File: src/verilog/poc_pkg.sv
package poc_pkg;

    // Register byte offsets on the Wishbone slave
    localparam logic [7:0] POC_ADR_SEG   = 8'h00; // Output segment control
    localparam logic [7:0] POC_ADR_GATE  = 8'h04; // Gate chop control
    localparam logic [7:0] POC_ADR_IOSEL = 8'h08; // IO shutdown source select
    localparam logic [7:0] POC_ADR_SWT   = 8'h0C; // Software trip
    localparam logic [7:0] POC_ADR_STAT  = 8'h10; // System status

    // Register widths
    localparam int POC_SEG_W   = 9;
    localparam int POC_GATE_W  = 10;
    localparam int POC_IO_W    = 12;
    localparam int POC_DIV_W   = 8;
    localparam int POC_CNT_W   = 10;

    // Segment control fields
    localparam int POC_SEG_XA  = 8; // Crossover phase A
    localparam int POC_SEG_XB  = 7; // Crossover phase B
    localparam int POC_SEG_XC  = 6; // Crossover phase C
    // Disable bits 5..0 map to pins AL, AH, BL, BH, CL, CH
    localparam int POC_PIN_AL  = 5;
    localparam int POC_PIN_AH  = 4;
    localparam int POC_PIN_BL  = 3;
    localparam int POC_PIN_BH  = 2;
    localparam int POC_PIN_CL  = 1;
    localparam int POC_PIN_CH  = 0;

    // Gate chop control fields
    localparam int POC_GATE_DIV_LSB = 0; // Chop divider, 8 bits
    localparam int POC_GATE_CHOP_HI = 8; // Chop high-side outputs
    localparam int POC_GATE_CHOP_LO = 9; // Chop low-side outputs

    // System status fields
    localparam int POC_STAT_TRIP = 0; // Trip input level
    localparam int POC_STAT_SD   = 1; // Shutdown in force
    localparam int POC_STAT_POL  = 2; // Polarity pin level

    // Side masks over the six pins
    localparam logic [5:0] POC_HI_MASK = 6'h15;
    localparam logic [5:0] POC_LO_MASK = 6'h2A;

    // Reset values
    localparam logic [8:0]  POC_SEG_RST   = 9'h000;
    localparam logic [9:0]  POC_GATE_RST  = 10'h000;
    localparam logic [11:0] POC_IOSEL_RST = 12'hFFF;

    // Chop carrier period is this many times (divider + 1) cycles
    localparam int POC_CHOP_MULT = 4;

endpackage : poc_pkg

File: src/verilog/poc_out_stage.sv
`timescale 1ns/1ps

module poc_out_stage #(
    parameter int N = 6                    // Number of gate pins
) (
    input  wire logic         i_clk,       // Core clock
    input  wire logic         i_arst_n,    // Async reset, active low
    input  wire logic         i_shutdown,  // Async shutdown level
    input  wire logic         i_pol,       // 1 = active-high pins
    input  wire logic [N-1:0] i_on,        // Per-pin on demand
    output logic      [N-1:0] o_pin        // Pin levels
);
    import poc_pkg::*;

    // Stage state
    typedef struct packed {
        logic [N-1:0] on_r;                // Registered on demand
    } poc_stage_s;

    poc_stage_s s_r;                       // Current state
    poc_stage_s s_nxt;                     // Next state
    logic       clr_n;                     // Combined async clear

    // Shutdown clears the on flops without any clock edge; a glitch on
    // a trip source can therefore drop outputs for a moment, which is
    // the safe direction for a gate driver.
    assign clr_n = i_arst_n & ~i_shutdown;

    // Next value: follow the demand
    always_comb begin
        s_nxt      = s_r;
        s_nxt.on_r = i_on;
    end

    // State register
    always_ff @(posedge i_clk or negedge clr_n) begin
        if (!clr_n) begin
            s_r <= '0;
        end else begin
            s_r <= s_nxt;
        end
    end

    // Active level follows the polarity pin
    assign o_pin = i_pol ? s_r.on_r : ~s_r.on_r;

endmodule : poc_out_stage

File: src/verilog/poc_output_ctrl.sv
// Notes on behaviour
// - Crossover bits 8,7,6 for A,B,C; reset clear
// - Crossover swaps high and low signals
// - Bits 5..0 disable AL,AH,BL,BH,CL,CH; reset clear
// - Disabled output held OFF regardless of duty
// - Disable gating follows crossover, per physical pin
// - Segment latched at sync edge, midpoint if double
// - Gate bit 8 chops high, bit 9 low
// - Chop period four times divider plus one
// - Reset clears whole gate chop register
// - Polarity pin low gives active-low outputs
// - Status bit 2 shows polarity pin level
// - Trip low forces outputs OFF, suppresses sync
// - Status bit 0 shows trip input level
// - IO select bit enables that line's shutdown
// - IO select resets to 0x0FFF
// - Any software trip write sets bit, shuts down
// - Software trip read returns bit, then clears
// - Shutdown raises trip interrupt, stops timing
// - Restart needs period and duties rewritten, inputs high
//
// Design decisions made here: register access over Wishbone and the register offsets.
`timescale 1ns/1ps

module poc_output_ctrl #(
    parameter int IO_LINES = 12            // General IO lines
) (
    input  wire logic                I_CORE_CLK,   // Core clock
    input  wire logic                I_ARST_N,     // Async reset
    // Wishbone slave
    input  wire logic                I_WB_CYC,     // Cycle
    input  wire logic                I_WB_STB,     // Strobe
    input  wire logic                I_WB_WE,      // Write enable
    input  wire logic [7:0]          I_WB_ADR,     // Byte address
    input  wire logic [3:0]          I_WB_SEL,     // Byte selects
    input  wire logic [31:0]         I_WB_DAT,     // Write data
    output logic                     O_WB_ACK,     // Acknowledge
    output logic      [31:0]         O_WB_DAT,     // Read data
    // Timing unit side
    input  wire logic                I_TU_A_HI,    // Phase A high demand
    input  wire logic                I_TU_A_LO,    // Phase A low demand
    input  wire logic                I_TU_B_HI,    // Phase B high demand
    input  wire logic                I_TU_B_LO,    // Phase B low demand
    input  wire logic                I_TU_C_HI,    // Phase C high demand
    input  wire logic                I_TU_C_LO,    // Phase C low demand
    input  wire logic                I_TU_SYNC,    // Raw period sync
    input  wire logic                I_TU_MID,     // Midpoint pulse
    input  wire logic                I_DBL_UPDATE, // Double update mode
    input  wire logic                I_PERIOD_WR,  // Period reg written
    input  wire logic                I_DUTY_A_WR,  // Duty A written
    input  wire logic                I_DUTY_B_WR,  // Duty B written
    input  wire logic                I_DUTY_C_WR,  // Duty C written
    // Pins
    input  wire logic                I_POLARITY_SELECT_PIN, // 1 = act hi
    input  wire logic                I_TRIP_INPUT,          // Low = trip
    input  wire logic [IO_LINES-1:0] I_GENERAL_IO_LINE,     // IO levels
    output logic                     O_PHASE_A_HIGH_OUT,    // Gate AH
    output logic                     O_PHASE_A_LOW_OUT,     // Gate AL
    output logic                     O_PHASE_B_HIGH_OUT,    // Gate BH
    output logic                     O_PHASE_B_LOW_OUT,     // Gate BL
    output logic                     O_PHASE_C_HIGH_OUT,    // Gate CH
    output logic                     O_PHASE_C_LOW_OUT,     // Gate CL
    output logic                     O_PERIOD_SYNC_PULSE,   // Gated sync
    output logic                     O_TRIP_IRQ,            // Trip event
    output logic                     O_TIMER_RUN            // Timing enable
);
    import poc_pkg::*;

    // Whole block state
    typedef struct packed {
        logic [POC_SEG_W-1:0]  seg_r;      // Software segment control
        logic [POC_SEG_W-1:0]  seg_act_r;  // Latched segment control
        logic [POC_GATE_W-1:0] gate_r;     // Gate chop control
        logic [IO_LINES-1:0]   iosel_r;    // IO shutdown select
        logic                  swt_r;      // Software trip bit
        logic                  pol_r;      // Sampled polarity pin
        logic                  trip_r;     // Sampled trip pin
        logic                  sync_d_r;   // Sync delayed for edge
        logic [POC_CNT_W-1:0]  chop_cnt_r; // Half period counter
        logic                  chop_r;     // Chop carrier
        logic [3:0]            rearm_r;    // Period/duty writes seen
        logic                  run_r;      // Timing unit enable
        logic                  sd_d_r;     // Shutdown delayed
        logic                  irq_r;      // Trip event pulse
        logic                  psync_r;    // Gated sync out
        logic                  ack_r;      // Bus acknowledge
        logic [31:0]           dat_r;      // Bus read data
    } poc_state_s;

    poc_state_s s_r;                       // Current state
    poc_state_s s_nxt;                     // Next state
    logic       sd_now;                    // Asynchronous shutdown
    logic [5:0] tu_on;                     // Demands in pin order
    logic [5:0] routed;                    // After crossover
    logic [5:0] chopped;                   // After chop gating
    logic [5:0] on_dem;                    // After disable gating
    logic [5:0] pins;                      // Pin levels from stage
    logic       req;                       // Bus request pending
    logic       wr_ack;                    // Write taking effect
    logic       rd_ack;                    // Read completing
    logic       seg_latch;                 // Segment latch moment

    // Half carrier period in cycles: two times (divider plus one)
    function automatic logic [POC_CNT_W-1:0] half_period(
        input logic [POC_DIV_W-1:0] div
    );
        logic [POC_CNT_W-1:0] n;
        n = {2'b00, div} + 10'h001;
        half_period = n << 1;
    endfunction : half_period

    // Merge byte lanes of a write into an old register value
    function automatic logic [15:0] lane_merge(
        input logic [15:0] old_v,
        input logic [15:0] new_v,
        input logic [1:0]  sel
    );
        lane_merge = old_v;
        if (sel[0]) begin
            lane_merge[7:0] = new_v[7:0];
        end
        if (sel[1]) begin
            lane_merge[15:8] = new_v[15:8];
        end
    endfunction : lane_merge

    // Word match on the register address
    function automatic logic adr_is(
        input logic [7:0] adr,
        input logic [7:0] reg_adr
    );
        adr_is = (adr[7:2] == reg_adr[7:2]);
    endfunction : adr_is

    // Any enabled source low, or software trip, shuts the outputs down;
    // kept combinational so no clock edge is needed to act.
    assign sd_now = ~I_TRIP_INPUT
                  | (|(s_r.iosel_r & ~I_GENERAL_IO_LINE))
                  | s_r.swt_r;

    // Timing unit demands arranged in pin order
    assign tu_on = {I_TU_A_LO, I_TU_A_HI, I_TU_B_LO,
                    I_TU_B_HI, I_TU_C_LO, I_TU_C_HI};

    // Bus strobes; writes and reads act at the acknowledged edge
    assign req    = I_WB_CYC & I_WB_STB;
    assign wr_ack = req & I_WB_WE & s_r.ack_r;
    assign rd_ack = req & ~I_WB_WE & s_r.ack_r;

    // Latch at sync rising edge, or midpoint in double update mode
    assign seg_latch = (I_TU_SYNC & ~s_r.sync_d_r)
                     | (I_TU_MID & I_DBL_UPDATE);

    // Output path: crossover, then chop, then per-pin disable
    always_comb begin
        routed = tu_on;
        // Swap each pair whose crossover bit is set
        if (s_r.seg_act_r[POC_SEG_XA]) begin
            routed[POC_PIN_AL] = tu_on[POC_PIN_AH];
            routed[POC_PIN_AH] = tu_on[POC_PIN_AL];
        end
        if (s_r.seg_act_r[POC_SEG_XB]) begin
            routed[POC_PIN_BL] = tu_on[POC_PIN_BH];
            routed[POC_PIN_BH] = tu_on[POC_PIN_BL];
        end
        if (s_r.seg_act_r[POC_SEG_XC]) begin
            routed[POC_PIN_CL] = tu_on[POC_PIN_CH];
            routed[POC_PIN_CH] = tu_on[POC_PIN_CL];
        end
        // Carrier gates only on intervals; off stays off
        chopped = routed;
        if (s_r.gate_r[POC_GATE_CHOP_HI]) begin
            chopped = chopped & (~POC_HI_MASK | {6{s_r.chop_r}});
        end
        if (s_r.gate_r[POC_GATE_CHOP_LO]) begin
            chopped = chopped & (~POC_LO_MASK | {6{s_r.chop_r}});
        end
        // Disable applies to physical pins, after crossover
        on_dem = chopped & ~s_r.seg_act_r[5:0];
    end

    // Next state
    always_comb begin
        s_nxt = s_r;
        // Pin sampling
        s_nxt.pol_r    = I_POLARITY_SELECT_PIN;
        s_nxt.trip_r   = I_TRIP_INPUT;
        s_nxt.sync_d_r = I_TU_SYNC;
        // Segment control reaches the pins only at a sync edge, or at a midpoint in double update mode
        if (seg_latch) begin
            s_nxt.seg_act_r = s_r.seg_r;
        end
        // Chop carrier; a divider change may give one odd half period
        if (s_r.chop_cnt_r >= half_period(s_r.gate_r[7:0]) - 10'h001) begin
            s_nxt.chop_cnt_r = '0;
            s_nxt.chop_r     = ~s_r.chop_r;
        end else begin
            s_nxt.chop_cnt_r = s_r.chop_cnt_r + 10'h001;
        end
        // Shutdown edge raises the trip event for one cycle
        s_nxt.sd_d_r = sd_now;
        s_nxt.irq_r  = sd_now & ~s_r.sd_d_r;
        // Restart bookkeeping: shutdown forgets earlier writes
        if (sd_now) begin
            s_nxt.rearm_r = 4'h0;
        end else begin
            s_nxt.rearm_r = s_r.rearm_r | {I_PERIOD_WR, I_DUTY_A_WR,
                                           I_DUTY_B_WR, I_DUTY_C_WR};
        end
        s_nxt.run_r   = ~sd_now & (&s_r.rearm_r);
        // Sync passes only while not shut down
        s_nxt.psync_r = I_TU_SYNC & ~sd_now;
        // Bus acknowledge: one wait cycle, then a single ack cycle
        s_nxt.ack_r = req & ~s_r.ack_r;
        // Read data captured as ack rises
        if (req & ~s_r.ack_r & ~I_WB_WE) begin
            s_nxt.dat_r = 32'h0000_0000;
            if (adr_is(I_WB_ADR, POC_ADR_SEG)) begin
                s_nxt.dat_r[POC_SEG_W-1:0] = s_r.seg_r;
            end else if (adr_is(I_WB_ADR, POC_ADR_GATE)) begin
                s_nxt.dat_r[POC_GATE_W-1:0] = s_r.gate_r;
            end else if (adr_is(I_WB_ADR, POC_ADR_IOSEL)) begin
                s_nxt.dat_r[IO_LINES-1:0] = s_r.iosel_r;
            end else if (adr_is(I_WB_ADR, POC_ADR_SWT)) begin
                s_nxt.dat_r[0] = s_r.swt_r;
            end else if (adr_is(I_WB_ADR, POC_ADR_STAT)) begin
                s_nxt.dat_r[POC_STAT_TRIP] = s_r.trip_r;
                s_nxt.dat_r[POC_STAT_SD]   = s_r.sd_d_r;
                s_nxt.dat_r[POC_STAT_POL]  = s_r.pol_r;
            end else begin
                s_nxt.dat_r = 32'h0000_0000;    // Unmapped reads zero
            end
        end else if (!req) begin
            s_nxt.dat_r = 32'h0000_0000;
        end
        // Read of software trip clears it after returning it
        if (rd_ack && adr_is(I_WB_ADR, POC_ADR_SWT)) begin
            s_nxt.swt_r = 1'b0;
        end
        // Register writes at the edge the master sees ack
        if (wr_ack) begin
            if (adr_is(I_WB_ADR, POC_ADR_SEG)) begin
                s_nxt.seg_r = POC_SEG_W'(lane_merge(
                    16'(s_r.seg_r), I_WB_DAT[15:0], I_WB_SEL[1:0]));
            end else if (adr_is(I_WB_ADR, POC_ADR_GATE)) begin
                s_nxt.gate_r = POC_GATE_W'(lane_merge(
                    16'(s_r.gate_r), I_WB_DAT[15:0], I_WB_SEL[1:0]));
            end else if (adr_is(I_WB_ADR, POC_ADR_IOSEL)) begin
                s_nxt.iosel_r = IO_LINES'(lane_merge(
                    16'(s_r.iosel_r), I_WB_DAT[15:0], I_WB_SEL[1:0]));
            end else if (adr_is(I_WB_ADR, POC_ADR_SWT)) begin
                s_nxt.swt_r = 1'b1;
            end else begin
                s_nxt.swt_r = s_r.swt_r;        // Status, unmapped: no-op
            end
        end
    end

    // State register; reset values fixed constants only
    always_ff @(posedge I_CORE_CLK or negedge I_ARST_N) begin
        if (!I_ARST_N) begin
            s_r            <= '0;
            s_r.seg_r      <= POC_SEG_RST;
            s_r.seg_act_r  <= POC_SEG_RST;
            s_r.gate_r     <= POC_GATE_RST;
            s_r.iosel_r    <= IO_LINES'(POC_IOSEL_RST);
            s_r.pol_r      <= 1'b1;             // Pull-up default
            s_r.trip_r     <= 1'b0;
        end else begin
            s_r <= s_nxt;
        end
    end

    // Gate pins with asynchronous shutdown clear
    poc_out_stage #(
        .N          (6)
    ) u_stage (
        .i_clk      (I_CORE_CLK),
        .i_arst_n   (I_ARST_N),
        .i_shutdown (sd_now),
        .i_pol      (s_r.pol_r),
        .i_on       (on_dem),
        .o_pin      (pins)
    );

    // Output wiring
    assign O_PHASE_A_LOW_OUT   = pins[POC_PIN_AL];
    assign O_PHASE_A_HIGH_OUT  = pins[POC_PIN_AH];
    assign O_PHASE_B_LOW_OUT   = pins[POC_PIN_BL];
    assign O_PHASE_B_HIGH_OUT  = pins[POC_PIN_BH];
    assign O_PHASE_C_LOW_OUT   = pins[POC_PIN_CL];
    assign O_PHASE_C_HIGH_OUT  = pins[POC_PIN_CH];
    assign O_PERIOD_SYNC_PULSE = s_r.psync_r;
    assign O_TRIP_IRQ          = s_r.irq_r;
    assign O_TIMER_RUN         = s_r.run_r;
    assign O_WB_ACK            = s_r.ack_r;
    assign O_WB_DAT            = s_r.dat_r;
endmodule : poc_output_ctrl

File: config.mk
export PLATFORM = sky130hd
export DESIGN_NAME = poc_output_ctrl
export DESIGN_NICKNAME = d
export VERILOG_FILES = /design/src/verilog/poc_pkg.sv /design/src/verilog/poc_out_stage.sv /design/src/verilog/poc_output_ctrl.sv
export SDC_FILE = /design/constraint.sdc
export NUM_CORES = 1
export LEC_CHECK = 0
export BUFFER_PORTS_ARGS = -buffer_cell sky130_fd_sc_hd__buf_2
export CORE_MARGIN = 2
export CORE_UTILIZATION = 50
export DETAILED_ROUTE_END_ITERATION = 6
export MAX_ROUTING_LAYER = met4
export PLACE_DENSITY_LB_ADDON = 0.3
export REMOVE_ABC_BUFFERS = 1
export SYNTH_ARGS = -nofsm -noshare
export SYNTH_HDL_FRONTEND = slang
export SYNTH_SLANG_ARGS = --single-unit
File: constraint.sdc
create_clock -name I_CORE_CLK -period 1.9 [get_ports I_CORE_CLK]
set_clock_uncertainty 0.1 [all_clocks]
set_input_delay 0.095 -clock I_CORE_CLK [delete_from_list [all_inputs] [get_ports I_CORE_CLK]]
set_output_delay 0.095 -clock I_CORE_CLK [all_outputs]
set_load 0.01 [all_outputs]
==> flow_summary.ini <==
[critical_path]
r2r_slack_ns = -0.84
cp_slowest_cell = dfrtp_1
critical_path.startpoint_type = flop
crit_chain = buf_6 -> buf_6 -> or3_1 -> a21oi_1 -> o21ai_1 -> xor2_1 -> ha_1 -> nand4_1 -> o21ai_1 -> a311oi_2 -> nor3_2 -> buf_4 -> xor2_1
crit_fanout = 4
crit_arrival_ns = 2.88
cp-end-kind = flop
crit_buf_inv = 3
r2r_end = s_r[41]
r2r_start = s_r[69]
criticalPathCategory = reg2reg
rr_worst_depth = 13
worstPathRequired_ns = 2.05
max_stage_delay_ns = 0.43
critPathTopFamily = compound AO/OA/AOI/OAI gates

[global_route]
grt_pass1_vias = 3492
top_usage_layer = met2
antenna_found_initial = 0
grt.met1_usage_pct = 30.1
grt_overflow = 0
grt_max_degree = 47
grt_util_met2_pct = 37.8
grt.total_usage_pct = 23.4
use_met3_pct = 4.48
grt_pass1_wl_um = 17000

[timing]
period_needed_ns = 2.74
setup_ws_ns = -0.837
final_max_slew_viol_count = 0
rsz0062_at_grt = true
setup_viol = 11
worst_pin_slew_ns = 0.759
max_slew_margin_pct = 49.3
fmax_mhz = 365
post-route-period-util_pct = 144
hold_violations = 0

[logic_synthesis]
async_flop_share_pct = 100
yosysMostFrequentCell = dfrtp_1
ys.flop_type = dfrtp_1
ys_ff_latch = 82
yosys_warnings = 0
synth_common_cells = dfrtp_1, mux2_2, buf_4, nor2_1, nand2_1
netlist_top_cells_area = dfrtp_1, mux2_2, dfstp_2
seq_area_frac_synth_pct = 48.1
ys_types = 50
synth_area_per_cell_um2 = 11.1
synthesis.area_um2 = 4300
synth_edf_count = 0
syn_inst = 387
synth_top_area_cell = dfrtp_1
yosysTopAreaCellShare_pct = 40.2

[power]
p_sw_mw = 1.14
ir_worst_vdd_mv = 0.410
power_density_nw_per_um2 = 699
p_clk_share_pct = 32.8
finalPower_mw = 3.80
switching_share_pct = 30.0
combPwrFrac_pct = 17.4
pwr-share-seq_pct = 49.9
leakage_nw = 2.64
p_int_mw = 2.66

[cts]
clkLatencyLatePin_ns = 0.36
htreeDepth = 3
clock_sinks = 82
ctsLongestPathBuffers = 2
path_clk_slew_ns = 0.10
cts_tree = built
cts_made_buffers = 9
cts_root_buf = clkbuf_8

[finish]
drive_above_1_share_pct = 37.8
nets = 601
multi_input_area_um2 = 1990
seq_area_um2 = 2070
area_growth_pct = 26.3
fin_cells = 624
post-route-util_pct = 65.7
fillers = 651
antenna_cells = 0

[die]
die_x_um = 96.7
die-area_um2 = 9350
coreArea_um2 = 8260
pin_count = 118
start_util_pct = 52.0
row_count = 33
die_h_um = 96.7

[placed_design]
dpl.cell_count = 571
place_congestion = 0.865
port_buffers = 73
dp_hpwl_um = 7390

[routing]
wirelength_um = 10100
ant_nets = 0
routedWlPerCell_um = 16.1
viasPerCell = 5.28
drcViolationCount = 0
dr.pass1.iters = 4
dr_total_vias = 3294
drt_iter0_markers = 167

[min_path]
hold_path_class = in2async

[status]
status = finished with violations
violations = negative setup slack

[flow_run]
drv_cap = 0
cells in the final DEF (no fill, tap or decap), types with 3 or more instances in the layout:
cell	synthesis	final
nand3_1	11	11
nor2_1	28	27
o21ai_0	11	9
and3_1	6	6
or3_1	3	3
nand4_1	4	4
a22o_1	8	8
xnor2_1	11	11
and2_1	3	3
dfrtp_1	69	69
buf_2	3	72
o22ai_1	4	4
dfstp_2	13	13
nand2b_1	3	3
o221ai_1	3	3
ha_1	11	9
dlygate4sd3_1	0	32
conb_1	1	20
buf_4	32	32
mux2i_1	11	11
xor2_1	11	11
buf_6	1	3
nor2b_1	6	6
inv_1	17	17
clkbuf_8	0	9
mux2_2	34	34
a22oi_1	3	3
mux2_4	8	8
a21oi_1	12	11
inv_8	0	3
nand2_1	21	20
nor3_1	9	8
per-layer routing:
layer	share of wire (%)	routed length, um
met5	0	0
met4	1.4	141
met3	6.8	683
met2	49	4950
met1	43	4300
through the flow:
stage | TNS [ns] | setup WS (ns) | hold slack, ns | cell area [um^2]
3_3_place_gp | -8.80 | -0.880 | -0.0841 | 4810
4_1_cts | -8.52 | -0.847 | 0.0370 | 5410
6_report | -8.45 | -0.837 | 0.0658 | 5430
5_1_grt | -10.09 | -0.970 | 0.0769 | 5430
2_1_floorplan | -13.25 | -1.24 | -0.301 | 4080
3_5_place_dp | -10.11 | -0.988 | -0.0769 | 4810
registers in the layout, summed over array words and instances, names as in the netlist:
register,cells
O_TIMER_RUN,1
O_WB_DAT,12
O_PERIOD_SYNC_PULSE,1
O_WB_ACK,1
O_TRIP_IRQ,1
s_r,60
u_stage.s_r,6
timing repair:
action / in CTS / in global routing
gates cloned: 0 / 0
hold buffers: 32 / 0
setup buffers: 5 / 0
endpoints found under the hold margin: 116 / 0
setup endpoints to repair: 11 / 11
pin swaps: 15 / 7
gates resized for setup: 11 / 3
worst register-to-register path: cells and delay by family (launching register included):
| family | cells | cell delay (ns) |
|---|---|---|
| buffers and inverters | 3 | 0.39 |
| XOR/XNOR | 2 | 0.28 |
| flip-flops | 1 | 0.43 |
| AO/OA/AOI/OAI | 4 | 0.58 |
| adder cells (fa/ha/maj) | 1 | 0.32 |
| AND/OR/NAND/NOR | 3 | 0.52 |
power by group through the flow:
| stage | logic [mW] | registers (mW) | clock network, mW |
|---|---|---|---|
| 6_report | 0.659 | 1.89 | 1.24 |
| 5_1_grt | 0.735 | 1.91 | 1.35 |
| 4_1_cts | 0.638 | 1.89 | 1.27 |
| 3_5_place_dp | 0.574 | 1.92 | 0 |
| 3_3_place_gp | 0.561 | 1.92 | 0 |
| 2_1_floorplan | 0.286 | 1.91 | 0 |
how the worst max path moves through the flow:
stage                 start  slack, ns       to  cells past startpoint
floorplan           s_r[68]      -1.24  s_r[41]                     11
global placement    s_r[68]      -0.88  s_r[41]                     11
detailed placement  s_r[68]      -0.99  s_r[41]                     11
CTS                 s_r[68]      -0.85  s_r[41]                     12
global route        s_r[68]      -0.97  s_r[41]                     12
finish              s_r[69]      -0.84  s_r[41]                     13
kinds of logic (layout without fill, tap and decap cells):
kind of cell	count (synthesis)	in the layout	synth area share (%)
simple gates	105	105	13.0
flops	82	82	48.1
buf+inv	60	173	8.30
compound gates	53	53	8.53
mux	53	53	14.3
xor+xnor	22	22	4.48
fa+ha+maj	11	11	3.20
other cells	1	20	0.0873
layout make-up:
type	count	area share, %
flip-flops and latches	82	38.1
clock inverters	7	1.36
clock buffers	9	2.28
multi-input cells	264	36.7
repair buffers	140	18.0
inverters	17	1.18
well taps	105	2.42
Note: power is estimated with default switching activity, not from simulation.
